**src/mem_err_pkg.sv**
```systemverilog
// shared constants for the memory error manager
`default_nettype none
package mem_err_pkg;
  localparam int unsigned ADDR_W      = 29;         // failing address width
  localparam int unsigned NUM_SRC     = 3;          // sram, peripheral ram, flash
  localparam int unsigned SRC_W       = 2;          // source index width
  localparam int unsigned TABLE_DEPTH = 8;          // entries per reporting table
  localparam int unsigned DATA_W      = 64;         // flash read data width
  localparam logic [DATA_W-1:0] ILLEGAL_WORD = 64'h0000_0000_0000_0000; // illegal opcode fill
  localparam logic [SRC_W-1:0] SRC_SRAM  = 2'h0;
  localparam logic [SRC_W-1:0] SRC_PRAM  = 2'h1;
  localparam logic [SRC_W-1:0] SRC_FLASH = 2'h2;
  localparam logic              CLASS_COR   = 1'b0; // correctable
  localparam logic              CLASS_UNCOR = 1'b1; // uncorrectable
endpackage
`default_nettype wire

```
**src/memory_error_manager.sv**
```systemverilog
// memory ecc error collector with reporting table and fault reports
//
// Overview of operation
// - accept ecc events from three memories
// - record failing address of each event not yet in the table, while a free entry remains
// - keep correctable/uncorrectable class with entry
// - report new correctables, every uncorrectable unless overwritten in pend_q
// - table readable through software read port
// - software-known addresses suppress correctable reports
// - eeprom flash events delivered like others
// - eeprom single-bit: corrected data, correctable event
// - eeprom multi-bit: illegal word, uncorrectable event
`timescale 1ns/10ps
`default_nettype none
module memory_error_manager
  import mem_err_pkg::*;
#(
  parameter int unsigned DEPTH = TABLE_DEPTH
) (
  // clock and reset
  input  wire logic                  ref_clk_in,
  input  wire logic                  rst_in,
  // ecc checker events, one lane per memory
  input  wire logic [NUM_SRC-1:0]    ev_valid_in,
  input  wire logic [NUM_SRC-1:0]    ev_uncor_in,
  input  wire logic [NUM_SRC*ADDR_W-1:0] ev_addr_in,
  // eeprom flash read path
  input  wire logic                  ee_rd_valid_in,
  input  wire logic [DATA_W-1:0]     ee_rd_cor_data_in,
  input  wire logic                  ee_rd_single_in,
  input  wire logic                  ee_rd_multi_in,
  input  wire logic [ADDR_W-1:0]     ee_rd_addr_in,
  output logic                       ee_data_valid_out,
  output logic [DATA_W-1:0]          ee_data_out,
  // software table access (no bus: plain ports)
  input  wire logic                  sw_wr_in,
  input  wire logic [$clog2(DEPTH)-1:0] sw_idx_in,
  input  wire logic [ADDR_W-1:0]     sw_addr_in,
  output logic [ADDR_W-1:0]          sw_rd_addr_out,
  output logic                       sw_rd_class_out,
  output logic                       sw_rd_valid_out,
  input  wire logic                  sw_ovf_clr_in,
  output logic                       overflow_out,
  // reports to the fault_collection_unit
  output logic                       fault_collection_unit_cor_out,
  output logic                       fault_collection_unit_uncor_out,
  output logic [ADDR_W-1:0]          report_addr_out,
  output logic [SRC_W-1:0]           report_src_out
);
  localparam int unsigned IDX_W = $clog2(DEPTH);
  localparam int unsigned LANES = NUM_SRC + 1;      // eeprom path adds a lane

  // lane views
  logic [LANES-1:0]        lane_v;                  // event present
  logic [LANES-1:0]        lane_u;                  // uncorrectable
  logic [ADDR_W-1:0]       lane_a [LANES];          // address
  logic [SRC_W-1:0]        lane_s [LANES];          // reported source

  for (genvar l = 0; l < NUM_SRC; l++) begin : g_lane
    assign lane_v[l] = ev_valid_in[l];
    assign lane_u[l] = ev_uncor_in[l];
    assign lane_a[l] = ev_addr_in[l*ADDR_W +: ADDR_W];
    assign lane_s[l] = SRC_W'(l);
  end
  // eeprom events enter as an extra flash lane
  assign lane_v[NUM_SRC] = ee_rd_valid_in & (ee_rd_single_in | ee_rd_multi_in);
  assign lane_u[NUM_SRC] = ee_rd_multi_in;
  assign lane_a[NUM_SRC] = ee_rd_addr_in;
  assign lane_s[NUM_SRC] = SRC_FLASH;

  // fixed priority pick; lowest lane wins, others are held in pend_q and retry next cycle
  // limitation: simultaneous pulses on other lanes are serviced one per cycle via pend_q
  logic [LANES-1:0] pend_q;                          // events waiting
  logic [LANES-1:0] pend_u_q;                        // their class
  logic [ADDR_W-1:0] pend_a_q [LANES];               // their address
  logic [LANES-1:0] req_v;                           // pending or arriving
  logic [LANES-1:0] grant;                           // one-hot pick

  assign req_v = pend_q | lane_v;

  function automatic logic [LANES-1:0] pick_first(input logic [LANES-1:0] r);
    logic [LANES-1:0] g;
    g = '0;
    for (int i = LANES - 1; i >= 0; i--) begin
      if (r[i]) g = '0;
      if (r[i]) g[i] = 1'b1;
    end
    return g;
  endfunction
  assign grant = pick_first(req_v);

  // selected event: pending copy beats a fresh one on the same lane
  logic [ADDR_W-1:0] sel_a;
  logic              sel_u;
  logic [SRC_W-1:0]  sel_s;
  logic              sel_v;
  always_comb begin
    sel_a = '0;
    sel_u = 1'b0;
    sel_s = '0;
    for (int i = 0; i < LANES; i++) begin
      if (grant[i]) begin
        sel_a = pend_q[i] ? pend_a_q[i] : lane_a[i];
        sel_u = pend_q[i] ? pend_u_q[i] : lane_u[i];
        sel_s = lane_s[i];
      end
    end
  end
  assign sel_v = |grant;

  // hold events not granted; a new pulse on a waiting lane overwrites it
  always_ff @(posedge ref_clk_in) begin
    if (rst_in) begin
      pend_q   <= '0;
      pend_u_q <= '0;
    end else begin
      for (int i = 0; i < LANES; i++) begin
        if (grant[i] && pend_q[i] && lane_v[i]) begin
          pend_q[i]   <= 1'b1;
          pend_u_q[i] <= lane_u[i];
        end else if (grant[i]) begin
          pend_q[i]   <= 1'b0;
        end else if (lane_v[i]) begin
          pend_q[i]   <= 1'b1;
          pend_u_q[i] <= lane_u[i];
        end
      end
    end
  end
  always_ff @(posedge ref_clk_in) begin
    for (int i = 0; i < LANES; i++) begin
      if (lane_v[i] && (!grant[i] || pend_q[i])) pend_a_q[i] <= lane_a[i];
    end
  end

  // table lookup across all entries
  logic [DEPTH*ADDR_W-1:0] tbl_addr;
  logic [DEPTH-1:0]        tbl_valid;
  logic [DEPTH-1:0]        hit_vec;
  logic                    known;                    // address already in table
  for (genvar e = 0; e < DEPTH; e++) begin : g_cmp
    assign hit_vec[e] = tbl_valid[e] & (tbl_addr[e*ADDR_W +: ADDR_W] == sel_a);
  end
  assign known = |hit_vec;

  // free slot search
  logic [IDX_W-1:0] free_idx;
  logic             table_full;
  always_comb begin
    free_idx = '0;
    for (int i = DEPTH - 1; i >= 0; i--) begin
      if (!tbl_valid[i]) free_idx = IDX_W'(i);
    end
  end
  assign table_full = &tbl_valid;

  // decisions for the picked event
  wire report_cor   = sel_v & ~sel_u & ~known;
  wire report_uncor = sel_v & sel_u;
  wire hw_store     = sel_v & ~known & ~table_full;
  wire ovf_event    = sel_v & ~known & table_full;

  // software write has priority on the table port; hardware store is dropped
  // trade-off: a colliding hw store is dropped from the table, report still goes out
  wire              tbl_wr    = sw_wr_in | hw_store;
  wire [IDX_W-1:0]  tbl_idx   = sw_wr_in ? sw_idx_in : free_idx;
  wire [ADDR_W-1:0] tbl_waddr = sw_wr_in ? sw_addr_in : sel_a;
  wire              tbl_class = sw_wr_in ? CLASS_COR : sel_u;

  err_table_mem #(
    .DEPTH (DEPTH),
    .IDX_W (IDX_W)
  ) u_table (
    .ref_clk_in    (ref_clk_in),
    .rst_in        (rst_in),
    .wr_en_in      (tbl_wr),
    .wr_idx_in     (tbl_idx),
    .wr_addr_in    (tbl_waddr),
    .wr_class_in   (tbl_class),
    .rd_idx_in     (sw_idx_in),
    .rd_addr_out   (sw_rd_addr_out),
    .rd_class_out  (sw_rd_class_out),
    .rd_valid_out  (sw_rd_valid_out),
    .all_addr_out  (tbl_addr),
    .all_valid_out (tbl_valid)
  );

  // overflow flag: set wins over clear
  logic ovf_q;
  always_ff @(posedge ref_clk_in) begin
    if (rst_in) begin
      ovf_q <= 1'b0;
    end else if (ovf_event) begin
      ovf_q <= 1'b1;
    end else if (sw_ovf_clr_in) begin
      ovf_q <= 1'b0;
    end
  end
  assign overflow_out = ovf_q;

  // registered reports to the fault collector
  logic              rep_cor_q;
  logic              rep_unc_q;
  logic [ADDR_W-1:0] rep_addr_q;
  logic [SRC_W-1:0]  rep_src_q;
  always_ff @(posedge ref_clk_in) begin
    if (rst_in) begin
      rep_cor_q  <= 1'b0;
      rep_unc_q  <= 1'b0;
      rep_addr_q <= '0;
      rep_src_q  <= '0;
    end else begin
      rep_cor_q <= report_cor;
      rep_unc_q <= report_uncor;
      if (report_cor || report_uncor) begin
        rep_addr_q <= sel_a;
        rep_src_q  <= sel_s;
      end
    end
  end
  assign fault_collection_unit_cor_out   = rep_cor_q;
  assign fault_collection_unit_uncor_out = rep_unc_q;
  assign report_addr_out                 = rep_addr_q;
  assign report_src_out                  = rep_src_q;

  // eeprom read data: corrected word or illegal-instruction fill
  logic              ee_v_q;
  logic [DATA_W-1:0] ee_d_q;
  always_ff @(posedge ref_clk_in) begin
    if (rst_in) begin
      ee_v_q <= 1'b0;
      ee_d_q <= '0;
    end else begin
      ee_v_q <= ee_rd_valid_in;
      if (ee_rd_valid_in) begin
        ee_d_q <= ee_rd_multi_in ? ILLEGAL_WORD : ee_rd_cor_data_in;
      end
    end
  end
  assign ee_data_valid_out = ee_v_q;
  assign ee_data_out       = ee_d_q;
endmodule
`default_nettype wire

```
**src/err_table_mem.sv**
```systemverilog
// one reporting table: address/valid entries with registered read port
`timescale 1ns/10ps
`default_nettype none
module err_table_mem
  import mem_err_pkg::*;
#(
  parameter int unsigned DEPTH = TABLE_DEPTH,
  parameter int unsigned IDX_W = $clog2(DEPTH)
) (
  // clock and reset
  input  wire logic             ref_clk_in,
  input  wire logic             rst_in,
  // write port
  input  wire logic             wr_en_in,
  input  wire logic [IDX_W-1:0] wr_idx_in,
  input  wire logic [ADDR_W-1:0] wr_addr_in,
  input  wire logic             wr_class_in,
  // registered read port
  input  wire logic [IDX_W-1:0] rd_idx_in,
  output logic [ADDR_W-1:0]     rd_addr_out,
  output logic                  rd_class_out,
  output logic                  rd_valid_out,
  // flat view for lookup
  output logic [DEPTH*ADDR_W-1:0] all_addr_out,
  output logic [DEPTH-1:0]      all_valid_out
);
  logic [ADDR_W-1:0] addr_q  [DEPTH];  // stored addresses
  logic [DEPTH-1:0]  valid_q;           // entry in use
  logic [DEPTH-1:0]  class_q;           // stored class

  // storage, valid cleared by reset only
  always_ff @(posedge ref_clk_in) begin
    if (rst_in) begin
      valid_q <= '0;
    end else if (wr_en_in) begin
      valid_q[wr_idx_in] <= 1'b1;
    end
    if (wr_en_in) begin
      addr_q[wr_idx_in]  <= wr_addr_in;
      class_q[wr_idx_in] <= wr_class_in;
    end
  end

  // read data out of a register
  always_ff @(posedge ref_clk_in) begin
    if (rst_in) begin
      rd_addr_out  <= '0;
      rd_class_out <= 1'b0;
      rd_valid_out <= 1'b0;
    end else begin
      rd_addr_out  <= addr_q[rd_idx_in];
      rd_class_out <= class_q[rd_idx_in];
      rd_valid_out <= valid_q[rd_idx_in];
    end
  end

  // flatten for the parallel compare
  for (genvar i = 0; i < DEPTH; i++) begin : g_flat
    assign all_addr_out[i*ADDR_W +: ADDR_W] = addr_q[i];
  end
  assign all_valid_out = valid_q;
endmodule
`default_nettype wire

```
**config.mk**
```make
export PLATFORM = sky130hd
export DESIGN_NAME = memory_error_manager
export DESIGN_NICKNAME = d
export VERILOG_FILES = /design/src/mem_err_pkg.sv /design/src/memory_error_manager.sv /design/src/err_table_mem.sv
export SDC_FILE = /design/constraint.sdc
export NUM_CORES = 1
export LEC_CHECK = 0
export BUFFER_PORTS_ARGS = -buffer_cell sky130_fd_sc_hd__buf_4
export CAP_MARGIN = 20
export CORE_ASPECT_RATIO = 0.7
export CORE_MARGIN = 3
export CORE_UTILIZATION = 41
export DETAILED_ROUTE_END_ITERATION = 16
export PLACE_DENSITY_LB_ADDON = 0.2
export SLEW_MARGIN = 0
export SYNTH_ARGS = -nofsm -noshare
export SYNTH_HDL_FRONTEND = slang
export SYNTH_SLANG_ARGS = --single-unit
```
**constraint.sdc**
```tcl
create_clock -name ref_clk_in -period 9.12 [get_ports ref_clk_in]
set_clock_uncertainty 0.1 [all_clocks]
set_input_delay 0.456 -clock ref_clk_in [delete_from_list [all_inputs] [get_ports ref_clk_in]]
set_output_delay 0.456 -clock ref_clk_in [all_outputs]
set_load 0.05 [all_outputs]
```
* Yosys cells after proc, flatten, opt, wreduce, memory -nomap -nowiden
Memories as Yosys holds them, arrays and structs flattened. A register that Yosys moved wholly into a read port is not among the register bits.
Cells that the tools add are included.
** Word-level totals
- Memories kept :: 2
- Memory bits (writable) :: 348
- Output and inout port bits :: 130
- Bits in registers :: 125
- Input port bits :: 225
- Logic and storage cells :: 177
** Memories
- u_table.addr_q :: words 8, width 29, rd ports 9, clocked after memory_dff 1, wr ports 1, line err_table_mem.sv:27 : logic [ADDR_W-1:0] addr_q [DEPTH];
- pend_a_q :: words 4, width 29, rd ports 4, clocked after memory_dff 0, wr ports 4, line memory_error_manager.sv:75 : logic [ADDR_W-1:0] pend_a_q [LANES];
** Cells by class
- Eq/ne operators :: 12
- Multiplexer cells :: 81
- Reduce and logical (&&, ||, !) cells :: 38
- Bitwise gates (word level) :: 22
- Order comparisons :: 3
** Operators with widths (number)
- 29-bit two-way mux :: 9
- 29-bit == test :: 8
- 64-bit two-way mux :: 1
- 1-bit two-way mux :: 53
- 3-bit two-way mux :: 9
- 1-bit AND :: 15
- 1-bit logical AND :: 13
- 4-bit two-way mux :: 3
- 3-bit nonzero test :: 4
- 2-bit nonzero test :: 5
- 8-bit bitwise mux :: 1
- 3-bit by 4-bit less-than comparator with 1-bit output (second input constant) :: 2
- 2-bit by 1-bit != test with 1-bit output (second input constant) :: 4
- 8-bit OR :: 1
- 2-bit AND reduction :: 4
- 8-bit AND reduction :: 1
- 8-bit OR reduction :: 1
- 1-bit binary-select mux with 3-bit select :: 2
- 1-bit logical OR :: 5
- 1-bit zero test :: 4
- 2-bit two-way mux :: 2
- 4-bit OR :: 1
- 4-bit OR reduction :: 1
- 1-bit demux with 3-bit select :: 1
- other kinds (3) :: 6

* Longest topological paths before layout
Gate-level depths: netlist of run 1.
- Word-level depth :: 23
- Mapped depth :: 22
- Depth with buffers taken out :: 13

* Modules after synthesis
Synthesis of run 1 repeated with hierarchy kept, for this count alone.
** Unflattened totals
- Cell total of the unflattened synthesis :: 1973
- Area, all modules :: 24048.1 sq um
** By module, submodules not included
- memory_error_manager :: seq. area each 5625.4 sq um, area an instance 13950.9 sq um, cells each 1525, times used 1
- err_table_mem :: seq. area each 7987.7 sq um, area an instance 10097.2 sq um, cells each 448, times used 1

* Worst setup path after synthesis of run 1
Ideal clock, no wire load.
- Path type :: reg-to-reg
- Start point :: reg pend_q[0]
- End point :: mem u_table.addr_q[2][0] (enable)
- Cell stages (with the launch flop) :: 22
- Library setup time :: 0.455 ns
- Data arrival time :: 6.431 ns
- Clock period less this slack :: 6.986 ns
- Path slack :: 2.134 ns
- Path buffers :: 8
- Required time :: 8.565 ns
- Path through :: dfxtp_1 > buf_2 > buf_2 > buf_2 > inv_1 > ha_1 > buf_2 > inv_2 > buf_2 > clkbuf_1 > a21oi_1 > o32ai_1 > clkbuf_1 > xnor2_1 > nor3_1 > nand4_1 > nor4_1 > a2111oi_1 > nand2_1 > clkbuf_2 > o31a_4 > nor3_1
** On the way
- Longest elaborated chain between the ends :: 16
- Elaborated cells between the ends (all ways) :: 32
- Those cells by class :: 8 x eq/ne; 9 x mux; 13 x bitwise; 2 x reduce/logical
** Ends and longest elaborated chain
- from (decl) :: line memory_error_manager.sv:73 : logic [LANES-1:0] pend_q;
- from (signal assigned) :: line memory_error_manager.sv:114 : pend_q <= '0;
- from (signal, indexed assignment) :: line memory_error_manager.sv:119 : pend_q[i] <= 1'b1;
- from (signal, indexed assignment) :: line memory_error_manager.sv:122 : pend_q[i] <= 1'b0;
- 4-bit OR :: line memory_error_manager.sv:79 : assign req_v = pend_q | lane_v;
- 4-bit two-way mux :: line memory_error_manager.sv:85 : if (r[i]) g = '0;
- 1-bit two-way mux :: line memory_error_manager.sv:86 : if (r[i]) g[i] = 1'b1;
- 29-bit two-way mux (4 in a row) :: line memory_error_manager.sv:102 : if (grant[i]) begin
- 29-bit == test :: line memory_error_manager.sv:142 : assign hit_vec[e] = tbl_valid[e] & (tbl_addr[e*ADDR_W +: ADDR_W] == sel_a);
- 1-bit AND :: line memory_error_manager.sv:142
- 8-bit OR reduction :: line memory_error_manager.sv:144 : assign known = |hit_vec;
- 1-bit NOT :: line memory_error_manager.sv:160 : wire hw_store = sel_v & ~known & ~table_full;
- 1-bit AND * (2 in a row) :: line memory_error_manager.sv:160
- 1-bit OR * :: line memory_error_manager.sv:165 : wire tbl_wr = sw_wr_in | hw_store;
- 1-bit two-way mux * :: line err_table_mem.sv:38 : if (wr_en_in) begin
- 1-bit two-way mux (not written as such) * :: line err_table_mem.sv:39 : addr_q[wr_idx_in] <= wr_addr_in;
- to (decl) :: line err_table_mem.sv:27
Every way passes the cells marked *; elsewhere a longest branch is shown, timed or not.

* Final worst setup path of run 1
- Start point :: reg pend_q[0]
- End point :: mem u_table.addr_q[3][1] (enable)
Same word-level chain as after synthesis.

==> results of run 1 <==
[sequential cells by signal, summed over array words and instances, names as in the netlist]
name,cells
u_table.rd_addr_out,29
fault_collection_unit_uncor_out,1
pend_q,4
ee_data_out,64
fault_collection_unit_cor_out,1
u_table.rd_valid_out,1
u_table.addr_q,232
ee_data_valid_out,1
pend_a_q,116
u_table.rd_class_out,1
report_src_out,2
u_table.class_q,8
overflow_out,1
report_addr_out,29
u_table.all_valid_out,8
pend_u_q,4
[path summary, 6_finish.rpt]
kind	to	slack, ps	cells after the start
worst min-delay path	overflow_out$_SDFFE_PP0P_	40	3
worst min register to register	overflow_out$_SDFFE_PP0P_	380	2
worst max register to register	u_table.addr_q[3][1]$_DFFE_PP_	2460	17
worst max-delay path	u_table.addr_q[3][1]$_DFFE_PP_	2460	17
[cells in the final DEF, fill, tap and decap left out, types with 10 or more instances in the layout]
master         netlist  final
nor2_1             158    152
nand2_1             93     93
xnor2_1             87     87
inv_1               34     34
o21ai_0             82     82
dfxtp_1            146    145
nand4_1             28     28
a221oi_1            13     13
a21oi_1             98     98
mux2i_1             57     57
or4_1               32     32
xor2_1              59     59
edfxtp_1           356    356
a21boi_0            15     15
mux4_2              62     62
nor2_2               6     11
clkbuf_16            0     54
nor3b_1             17     17
buf_4                2    402
nand3_1             13     13
nor4b_1             11     11
o221ai_1            19     19
o211ai_1            40     40
a211oi_1            20     20
dlygate4sd3_1        0    183
a221o_1             22     22
nor2b_1             91     90
clkinv_2             0     15
o32a_1              30     30
or3_1               11     11
nor3_1              49     44
and3_1              10     10
nand3b_1            37     37
nor4_1              22     22
[worst reg2reg max path: stages (launching register included)]
cell	delay, ps
dfxtp_2	310
buf_4	300
inv_1	160
ha_1	160
buf_4	290
or4b_1	700
a211oi_4	760
a211oi_1	250
or2_1	490
xnor2_1	210
a2111oi_0	830
o2111ai_1	300
nor4_2	310
or3_1	170
buf_4	300
o31a_4	280
nor3_2	70
buf_4	340
[report_power, final]
part           internal, uW  leakage [uW]  switching [uW]  total (uW)
registers              2630       0.00452            95.8        2720
logic                   511       0.00604             903        1410
clock network          1200      0.000838             952        2160
[metal layers]
layer  GRT usage (%)  up-vias  part of all wire (%)
met2            43.6     1055                    46
met4            8.37        0                   2.7
met5               0        -                     0
li1                -     8882                     -
met3            8.52      163                    10
met1            37.6    10065                    41
[cell type report]
| class | instances | share of cell area, % |
|---|---|---|
| timing repair buffer | 593 | 15.5 |
| sequential | 502 | 43.1 |
| inverter | 36 | 0.428 |
| multi-input combinational | 1361 | 32.4 |
| clock inverter | 27 | 0.669 |
| tap | 798 | 3.16 |
| clock buffer | 67 | 4.69 |
[synth_stat cells, drive strengths merged (10+ instances only)]
| cell | instances | area share (%) |
|---|---|---|
| xor2 | 59 | 2.1 |
| xnor2 | 87 | 3.1 |
| or3 | 11 | 0.28 |
| nand2 | 94 | 1.4 |
| or4 | 32 | 0.98 |
| nand3 | 13 | 0.27 |
| mux2i | 57 | 2.3 |
| o21ai | 86 | 1.8 |
| nor3b | 18 | 0.57 |
| a21oi | 98 | 2.0 |
| o32ai | 14 | 0.53 |
| nor4 | 23 | 0.61 |
| edfxtp | 356 | 44 |
| nand4 | 29 | 0.77 |
| a21boi | 15 | 0.46 |
| o32a | 30 | 1.2 |
| a221oi | 13 | 0.46 |
| a211oi | 29 | 1.1 |
| clkbuf | 89 | 1.4 |
| dfxtp | 146 | 12 |
| nor3 | 49 | 1.0 |
| inv | 35 | 0.54 |
| a2111oi | 10 | 0.36 |
| mux4 | 62 | 5.7 |
| nand3b | 37 | 1.1 |
| buf | 57 | 1.2 |
| nor2 | 167 | 2.7 |
| o221ai | 19 | 0.68 |
| and3 | 10 | 0.26 |
| nor4b | 12 | 0.49 |
| a221o | 22 | 0.90 |
| nor2b | 91 | 2.3 |
| o211ai | 40 | 1.2 |
[through the flow]
step | util (%) | worst slack (ps) | hold slack [ps]
2_1_floorplan | - | 2130 | 354
3_3_place_gp | 47.7 | 2820 | 365
3_5_place_dp | 47.7 | 2710 | 374
4_1_cts | 53.7 | 2690 | 2.21
5_1_grt | 53.7 | 2190 | 39.5
6_report | 53.7 | 2460 | 37.4
[logic make-up (layout without fill, tap and decap cells)]
logic type      count (synthesis)  after routing  share of synthesized area, %
simple gates                  622            622                          13.9
flops                         502            502                          55.5
compound gates                468            468                          14.0
buf+inv                       182            723                          3.10
xor+xnor                      146            146                          5.21
mux                           121            121                          8.13
fa+ha+maj                       4              4                         0.194
==> metrics, run 1 <==
Cell Chain, Critical Path buf_4, inv_1, ha_1, buf_4, or4b_1, a211oi_4, a211oi_1, or2_1, xnor2_1, a2111oi_0, o2111ai_1, nor4_2, or3_1, buf_4, o31a_4, nor3_2, buf_4; DRC 0; CTS Sinks 502; dpl cells 3103; count of cell types in the netlist 96; GP Congestion 0.954; core area 58800 um^2; Total Power 6290 uW; Leakage 0.0114 uW; Post-DP Area 28000 um^2; Final Critical Period 6660 ps; global-route wire length before repair 132 mm; Seq cells post-synth 502; Final Setup Violations 0; peak supply drop 168 uV; max cap viols 0; Mapped Cells 2045; crit path kind reg -> reg; io pins 355; Post-Syn Area per Cell 12.0 um^2; remaining global-route overflow 0; Async S/R FF share, synth 0%; CTS max path bufs 3; max-slew violation count 0; die width 298 um; actual slew at the worst max-slew pin 1140 ps; diodes inserted 0; vias in the first global route 20028; worst r2r src pend_q[0]$_SDFFE_PP0P_; final hold violations 0; RSZ-0062 raised after global routing false; Via density 5.96; total CTS buffers 51; Starting DRT DRC Count 2570; Area growth, synth to finish 28.8%; CP startpoint kind flop; CTS HTree Levels 2; Syn Nets 2273; gr usage total 27.9%; Routed WL per cell 26.7 um; crit path max fanout 38; drt pass-1 iters 6; initial core utilization 41.7%; cell family with most CP delay compound AO/OA/AOI/OAI gates; Hold/Removal Path Class in -> reg; Arr. time, crit path 6850 ps; final setup TNS 0 ps; DIE HEIGHT 211 um; critical path required time 9310 ps; hold_sp sw_ovf_clr_in; footprint of the multi-input gates 10200 um^2; CTS tree yes; detailed placement HPWL 63.8 mm; Root Buffer clkbuf_16; CP dominant cell by count buf_4; Row Count 74; vias 20165; largest net degree at the start of global routing 104; CTS resizes 0; initial antenna violation count 1; worst path bufs/invs 5; clock transition at the registers of the reported paths 70 ps; Seq/Total Area, Yosys 55.5%; synthesized cell area 24500 um^2; Crit-path slowest cell a2111oi_0; power per cell area 199 nW/um^2; share of cells above drive strength 1 24.0%; outcome completed; element type at the critical path end flop; Clk Latency, worst-skew pair 610 ps; sequential cell area 13600 um^2; Post-synth EDFFs 356; antenna viol nets, final 0; Crit. Startpoint pend_q[0]$_SDFFE_PP0P_; final critical-path share of the clock period 73.0%; yosys warns 0; Main synth FF type edfxtp_1; die area 62800 um^2; Layout fillers 4920; setup repair bufs after CTS 0; Total Routed Length 90.5 mm; Final nets 2773; Hold-fix buffers, CTS 183; largest stage delay on the critical path 830 ps; non-filler cells, final 3384; Finished Cell Area 31600 um^2; max_slew headroom 23.1%; Port Buffers 354; fmax 150 MHz
Note: power is estimated with default switching activity, not from simulation.
==> run 2, diff against run 1 <==
--- a/config.mk
+++ b/config.mk
@@ -5,6 +5,7 @@
 export SDC_FILE = /design/constraint.sdc
 export NUM_CORES = 1
 export LEC_CHECK = 0
+export ABC_AREA = 1
 export BUFFER_PORTS_ARGS = -buffer_cell sky130_fd_sc_hd__buf_4
 export CAP_MARGIN = 20
 export CORE_ASPECT_RATIO = 0.7
==> constraint.sdc (replaced) <==
create_clock -name ref_clk_in -period 6.7 [get_ports ref_clk_in]
set_clock_uncertainty 0.1 [all_clocks]
set_input_delay 0.335 -clock ref_clk_in [delete_from_list [all_inputs] [get_ports ref_clk_in]]
set_output_delay 0.335 -clock ref_clk_in [all_outputs]
set_load 0.05 [all_outputs]
==> metrics, run 2 <==
Synth Area in Compound Gates 10.9%; Post-Synth XOR/XNOR Area 0.922%; vias in the first global route 23401; critical path required time 6830 ps; RSZ-0062 raised after global routing false; outcome completed; initial antenna violation count 4; max-slew violation count 0; final core occ 54.2%; detailed placement HPWL 81.7 mm; actual slew at the worst max-slew pin 1110 ps; commonest cells in the netlist nand2_1 (813), nor2_1 (368), edfxtp_1 (356); post-synthesis mux area share 0%; Total Routed Length 115 mm; cell family with most CP delay simple AND/OR/NAND/NOR gates; Cell Chain, Critical Path inv_1, ha_1, nand2_2, nor2_1, buf_4, o21ai_1, nand2_1, nand2_1, nand2_1, inv_1, o21ai_0, nor2_1, nand2_1, nor2_1, nand2_1, nor2_1, nor2_1, nand4_1, nand2_1, nand2_1, inv_1, buf_4; die width 299 um; largest family of logic cells by synthesized area simple AND/OR/NAND/NOR gates; Min Hold Slack 32.6 ps; io pins 355; Post-synth EDFFs 356; Starting DRT DRC Count 3460; top-count cell post-synth nand2_1; adder-cell share of the synthesized area 0.152%; Post-DP Area 28100 um^2; commonest non-fill, non-tap cell in the layout nand2_1; share of cells above drive strength 1 15.6%; CP dominant cell by count nand2_1; Final Setup Violations 0; CTS Sinks 502; antenna viol nets, final 0; Post-Syn Area per Cell 8.27 um^2; non-filler cells, final 4333; Hold-fix buffers, CTS 202; global-route wire length before repair 164 mm; peak supply drop 170 uV; Final Critical Period 5860 ps; Final nets 3718; remaining global-route overflow 0; Area growth, synth to finish 29.5%; Clk Latency, worst-skew pair 620 ps; count of cell types in the netlist 42; final setup TNS 0 ps; yosys warns 0; area leader, netlist edfxtp_1; total CTS buffers 52; max reg flops 232; CTS resizes 0; power per cell area 279 nW/um^2; crit path kind reg -> reg; Seq/Total Area, Yosys 55.1%; Main synth FF type edfxtp_1; clock transition at the registers of the reported paths 70 ps; drt pass-1 iters 6; max_slew headroom 25.3%; Arr. time, crit path 5990 ps; fmax 171 MHz; CP startpoint kind flop; max cap viols 0; CTS tree yes; setup repair bufs after CTS 0; Root Buffer clkbuf_16; final critical-path share of the clock period 87.5%; Hold/Removal Path Class in -> reg; initial core utilization 41.9%; Row Count 74; worst path bufs/invs 5; Mapped Cells 2989; Finished Cell Area 32000 um^2; gr usage total 35.4%; Seq cells post-synth 502; Async S/R FF share, synth 0%; most flop-heavy register u_table.addr_q; dpl cells 4029; die area 63300 um^2; sequential cell area 13600 um^2; footprint of the multi-input gates 9470 um^2; Simple-Gate Fraction of Synth Area 26.3%; final hold violations 0; element type at the critical path end flop; Layout fillers 5340; Leakage 0.0138 uW; Crit-path slowest cell nand2_1; Via density 5.74; largest net degree at the start of global routing 72; GP Congestion 1.07; crit path max fanout 30; synthesized cell area 24700 um^2; CTS HTree Levels 2; vias 24865; largest stage delay on the critical path 730 ps; share of the synthesized area in the top cell type 43.3%; commonest non-fill, non-tap cells in the layout nand2_1 (813), buf_4 (401), nor2_1 (366); CTS max path bufs 3; Syn Nets 3217; core area 59000 um^2; synth top area cells edfxtp_1 (43%), nand2_1 (12%), dfxtp_1 (12%); Port Buffers 354; DIE HEIGHT 211 um; Routed WL per cell 26.5 um; DRC 0
run 2: cell types whose count changed in the layout (fill, tap and decap cells not counted), moves of 45 or more:
cell	change
nand3_1	+228
mux4_2	-62
xor2_1	-45
mux2i_1	-57
nand2_1	+720
o21ai_0	+176
nor2_1	+214
nor2b_1	-90
inv_1	+197
xnor2_1	-75
a21oi_1	+67
run 2: worst paths after layout:
kind,startpoint,to,slack [ps],depth (start not counted)
max,pend_q[0]$_SDFFE_PP0P_,u_table.addr_q[6][0]$_DFFE_PP_,840,22
min,ee_rd_cor_data_in[0],ee_data_out[0]$_SDFFE_PP0P_,30,3
max reg2reg,pend_q[0]$_SDFFE_PP0P_,u_table.addr_q[6][0]$_DFFE_PP_,840,22
min reg2reg,ee_data_out[39]$_SDFFE_PP0P_,ee_data_out[39]$_SDFFE_PP0P_,360,2
run 2: worst register-to-register path, stage by stage, from the launching register on:
cell and delay [ps]:
dfxtp_1 320, inv_1 90, ha_1 440, nand2_2 200, nor2_1 370, buf_4 350, o21ai_1 120, nand2_1 80
nand2_1 140, nand2_1 730, inv_1 150, o21ai_0 570, nor2_1 80, nand2_1 160, nor2_1 70, nand2_1 50
nor2_1 40, nor2_1 150, nand4_1 200, nand2_1 260, nand2_1 120, inv_1 70, buf_4 580
run 2: metal layers:
metal  vias up  share of wire, %  track usage (%)
li1      10964                 -                -
met1     11918                42             50.8
met2      1734                42             51.8
met3       243                13             10.5
met4         6               2.9             9.95
met5         -             0.036                0
run 2: metrics by stage:
step | worst slack [ps] | total power [uW]
5_1_grt | 692 | 9180
2_1_floorplan | 2680 | 4740
3_5_place_dp | 815 | 5590
4_1_cts | 1220 | 8870
3_3_place_gp | 947 | 5580
6_report | 840 | 8910
run 2: kinds of logic after synthesis:
logic type               count (synthesis)
flip-flops                             502
adder cells (fa/ha/maj)                  3
XOR/XNOR                                26
AND/OR/NAND/NOR                       1537
AO/OA/AOI/OAI                          514
buffers and inverters                  407
run 2: area by class of cell:
| cell class | count | share of cell area (%) |
|---|---|---|
| Clock inverter | 30 | 1.25 |
| Timing Repair Buffer | 611 | 16.0 |
| Sequential cell | 502 | 42.6 |
| Antenna cell | 1 | 0.00782 |
| Inverter | 243 | 2.86 |
| Multi-Input combinational cell | 2080 | 29.6 |
| Clock buffer | 68 | 4.63 |
| Tap cell | 798 | 3.12 |
run 2: power by group:
| part | switching [uW] | internal, uW |
|---|---|---|
| clock network | 1330 | 1880 |
| logic | 1460 | 565 |
| registers | 123 | 3560 |
| total | 2910 | 6000 |
==> run 3, diff against run 2 <==
--- a/config.mk
+++ b/config.mk
@@ -13,6 +13,7 @@
 export CORE_UTILIZATION = 41
 export DETAILED_ROUTE_END_ITERATION = 16
 export PLACE_DENSITY_LB_ADDON = 0.2
+export RECOVER_POWER = 25
 export SLEW_MARGIN = 0
 export SYNTH_ARGS = -nofsm -noshare
 export SYNTH_HDL_FRONTEND = slang
==> metrics, run 3 (synthesis results as in run 2) <==
fmax 172 MHz; CTS Sinks 502; die width 299 um; final worst slack 878 ps; final setup TNS 0 ps; FF-to-FF path depth 22; total CTS buffers 52; crit path kind reg -> reg; max_slew headroom -169%; Post-DP Area 28100 um^2; Starting DRT DRC Count 3560; final hold violations 0; Finished Cell Area 31200 um^2; Total Power 8840 uW; Root Buffer clkbuf_16; antenna viol nets, final 0; Area growth, synth to finish 26.3%; max cap viols 1; Final Setup Violations 0; peak supply drop 169 uV; Min Hold Slack 33.1 ps; core area 59000 um^2; initial core utilization 41.9%; max-slew violation count 72; final critical-path share of the clock period 86.9%; power per cell area 283 nW/um^2; Routed WL per cell 26.5 um; max reg flops 232; CTS max path bufs 3; hold path depth 3; setup repair bufs after CTS 0; CTS tree yes; crit path max fanout 30; gr usage total 35.4%; GP Congestion 1.07; most flop-heavy register u_table.addr_q; outcome finished with violations; CTS HTree Levels 2; commonest non-fill, non-tap cells in the layout nand2_1 (813), nor2_1 (366), edfxtp_1 (356); Port Buffers 354; DIE HEIGHT 211 um; Arr. time, crit path 5950 ps; actual slew at the worst max-slew pin 4040 ps; CTS resizes 0; initial antenna violation count 4; io pins 355; Hold/Removal Path Class in -> reg; share of cells above drive strength 1 9.76%; Clk Latency, worst-skew pair 620 ps; Final Critical Period 5820 ps; global-route wire length before repair 164 mm; Total Routed Length 115 mm; Via density 5.72; Layout fillers 5599; CP startpoint kind flop; dpl ws 815 ps; largest net degree at the start of global routing 72; clock transition at the registers of the reported paths 70 ps; critical path required time 6830 ps; vias in the first global route 23401; failing checks capacitance limit, slew limit; remaining global-route overflow 0; Final nets 3718; Leakage 0.0130 uW; RSZ-0062 raised after global routing false; Row Count 74; element type at the critical path end flop; commonest non-fill, non-tap cell in the layout nand2_1; DRC 0; detailed placement HPWL 81.7 mm; vias 24805; drt pass-1 iters 6; die area 63300 um^2
==> run 3: critical path, stage by stage, from the launching register on <==
cell,delay [ps]
dfxtp_1,320
inv_1,80
ha_1,440
nand2_2,200
nor2_1,380
buf_4,360
o21ai_1,100
nand2_1,80
nand2_1,140
nand2_1,740
inv_1,140
o21ai_0,510
nor2_1,80
nand2_1,150
nor2_1,60
nand2_1,50
nor2_1,40
nor2_1,160
nand4_1,200
nand2_1,260
nand2_1,120
inv_1,70
buf_4,580
==> run 3: cell type report <==
class                   count  area, um^2  share of cell area [%]
diodes                      1        2.50                 0.00802
clock buffers              68        1480                    4.75
clock inverters            30         400                    1.28
inverters                 243         913                    2.93
multi-input cells        2080        9470                    30.3
flip-flops and latches    502       13600                    43.6
well taps                 798         998                    3.20
repair buffers            611        4340                    13.9
==> run 3: final timing paths <==
path	startpoint	endpoint	slack (ps)
worst max-delay path	pend_q[0]$_SDFFE_PP0P_	u_table.addr_q[6][0]$_DFFE_PP_	880
worst min-delay path	ee_rd_cor_data_in[0]	ee_data_out[0]$_SDFFE_PP0P_	30
worst max register to register	pend_q[0]$_SDFFE_PP0P_	u_table.addr_q[6][0]$_DFFE_PP_	880
worst min register to register	ee_data_out[39]$_SDFFE_PP0P_	ee_data_out[39]$_SDFFE_PP0P_	360
==> run 3: per-layer routing <==
layer	vias up	share of wire (%)	routed length, um	GRT usage [%]
met4	4	2.9	3330	9.95
met3	229	13	14600	10.5
li1	10964	-	-	-
met1	11941	42	48700	50.8
met2	1667	42	48100	51.8
met5	-	0.10	115	0
==> run 3: stage by stage <==
| step | std cells | utilization (%) |
|---|---|---|
| global placement | 4025 | 47.5 |
| finish | 4333 | 52.9 |
| CTS | 4329 | 54.2 |
| global route | 4332 | 52.9 |
| floorplan | 2989 | - |
| detailed placement | 4029 | 47.6 |
==> run 3: power by group <==
group          internal (uW)  switching (uW)  total, uW  leakage, uW
clock network           1880            1330       3210     0.000926
registers               3560             121       3680      0.00453
logic                    498            1460       1950      0.00754
total                   5940            2900       8840       0.0130
==> run 3: repair_timing <==
item / in CTS / in global routing
setup endpoints to repair: 0 / 0
hold endpoints to repair: 189 / 0
hold buffers: 202 / 0
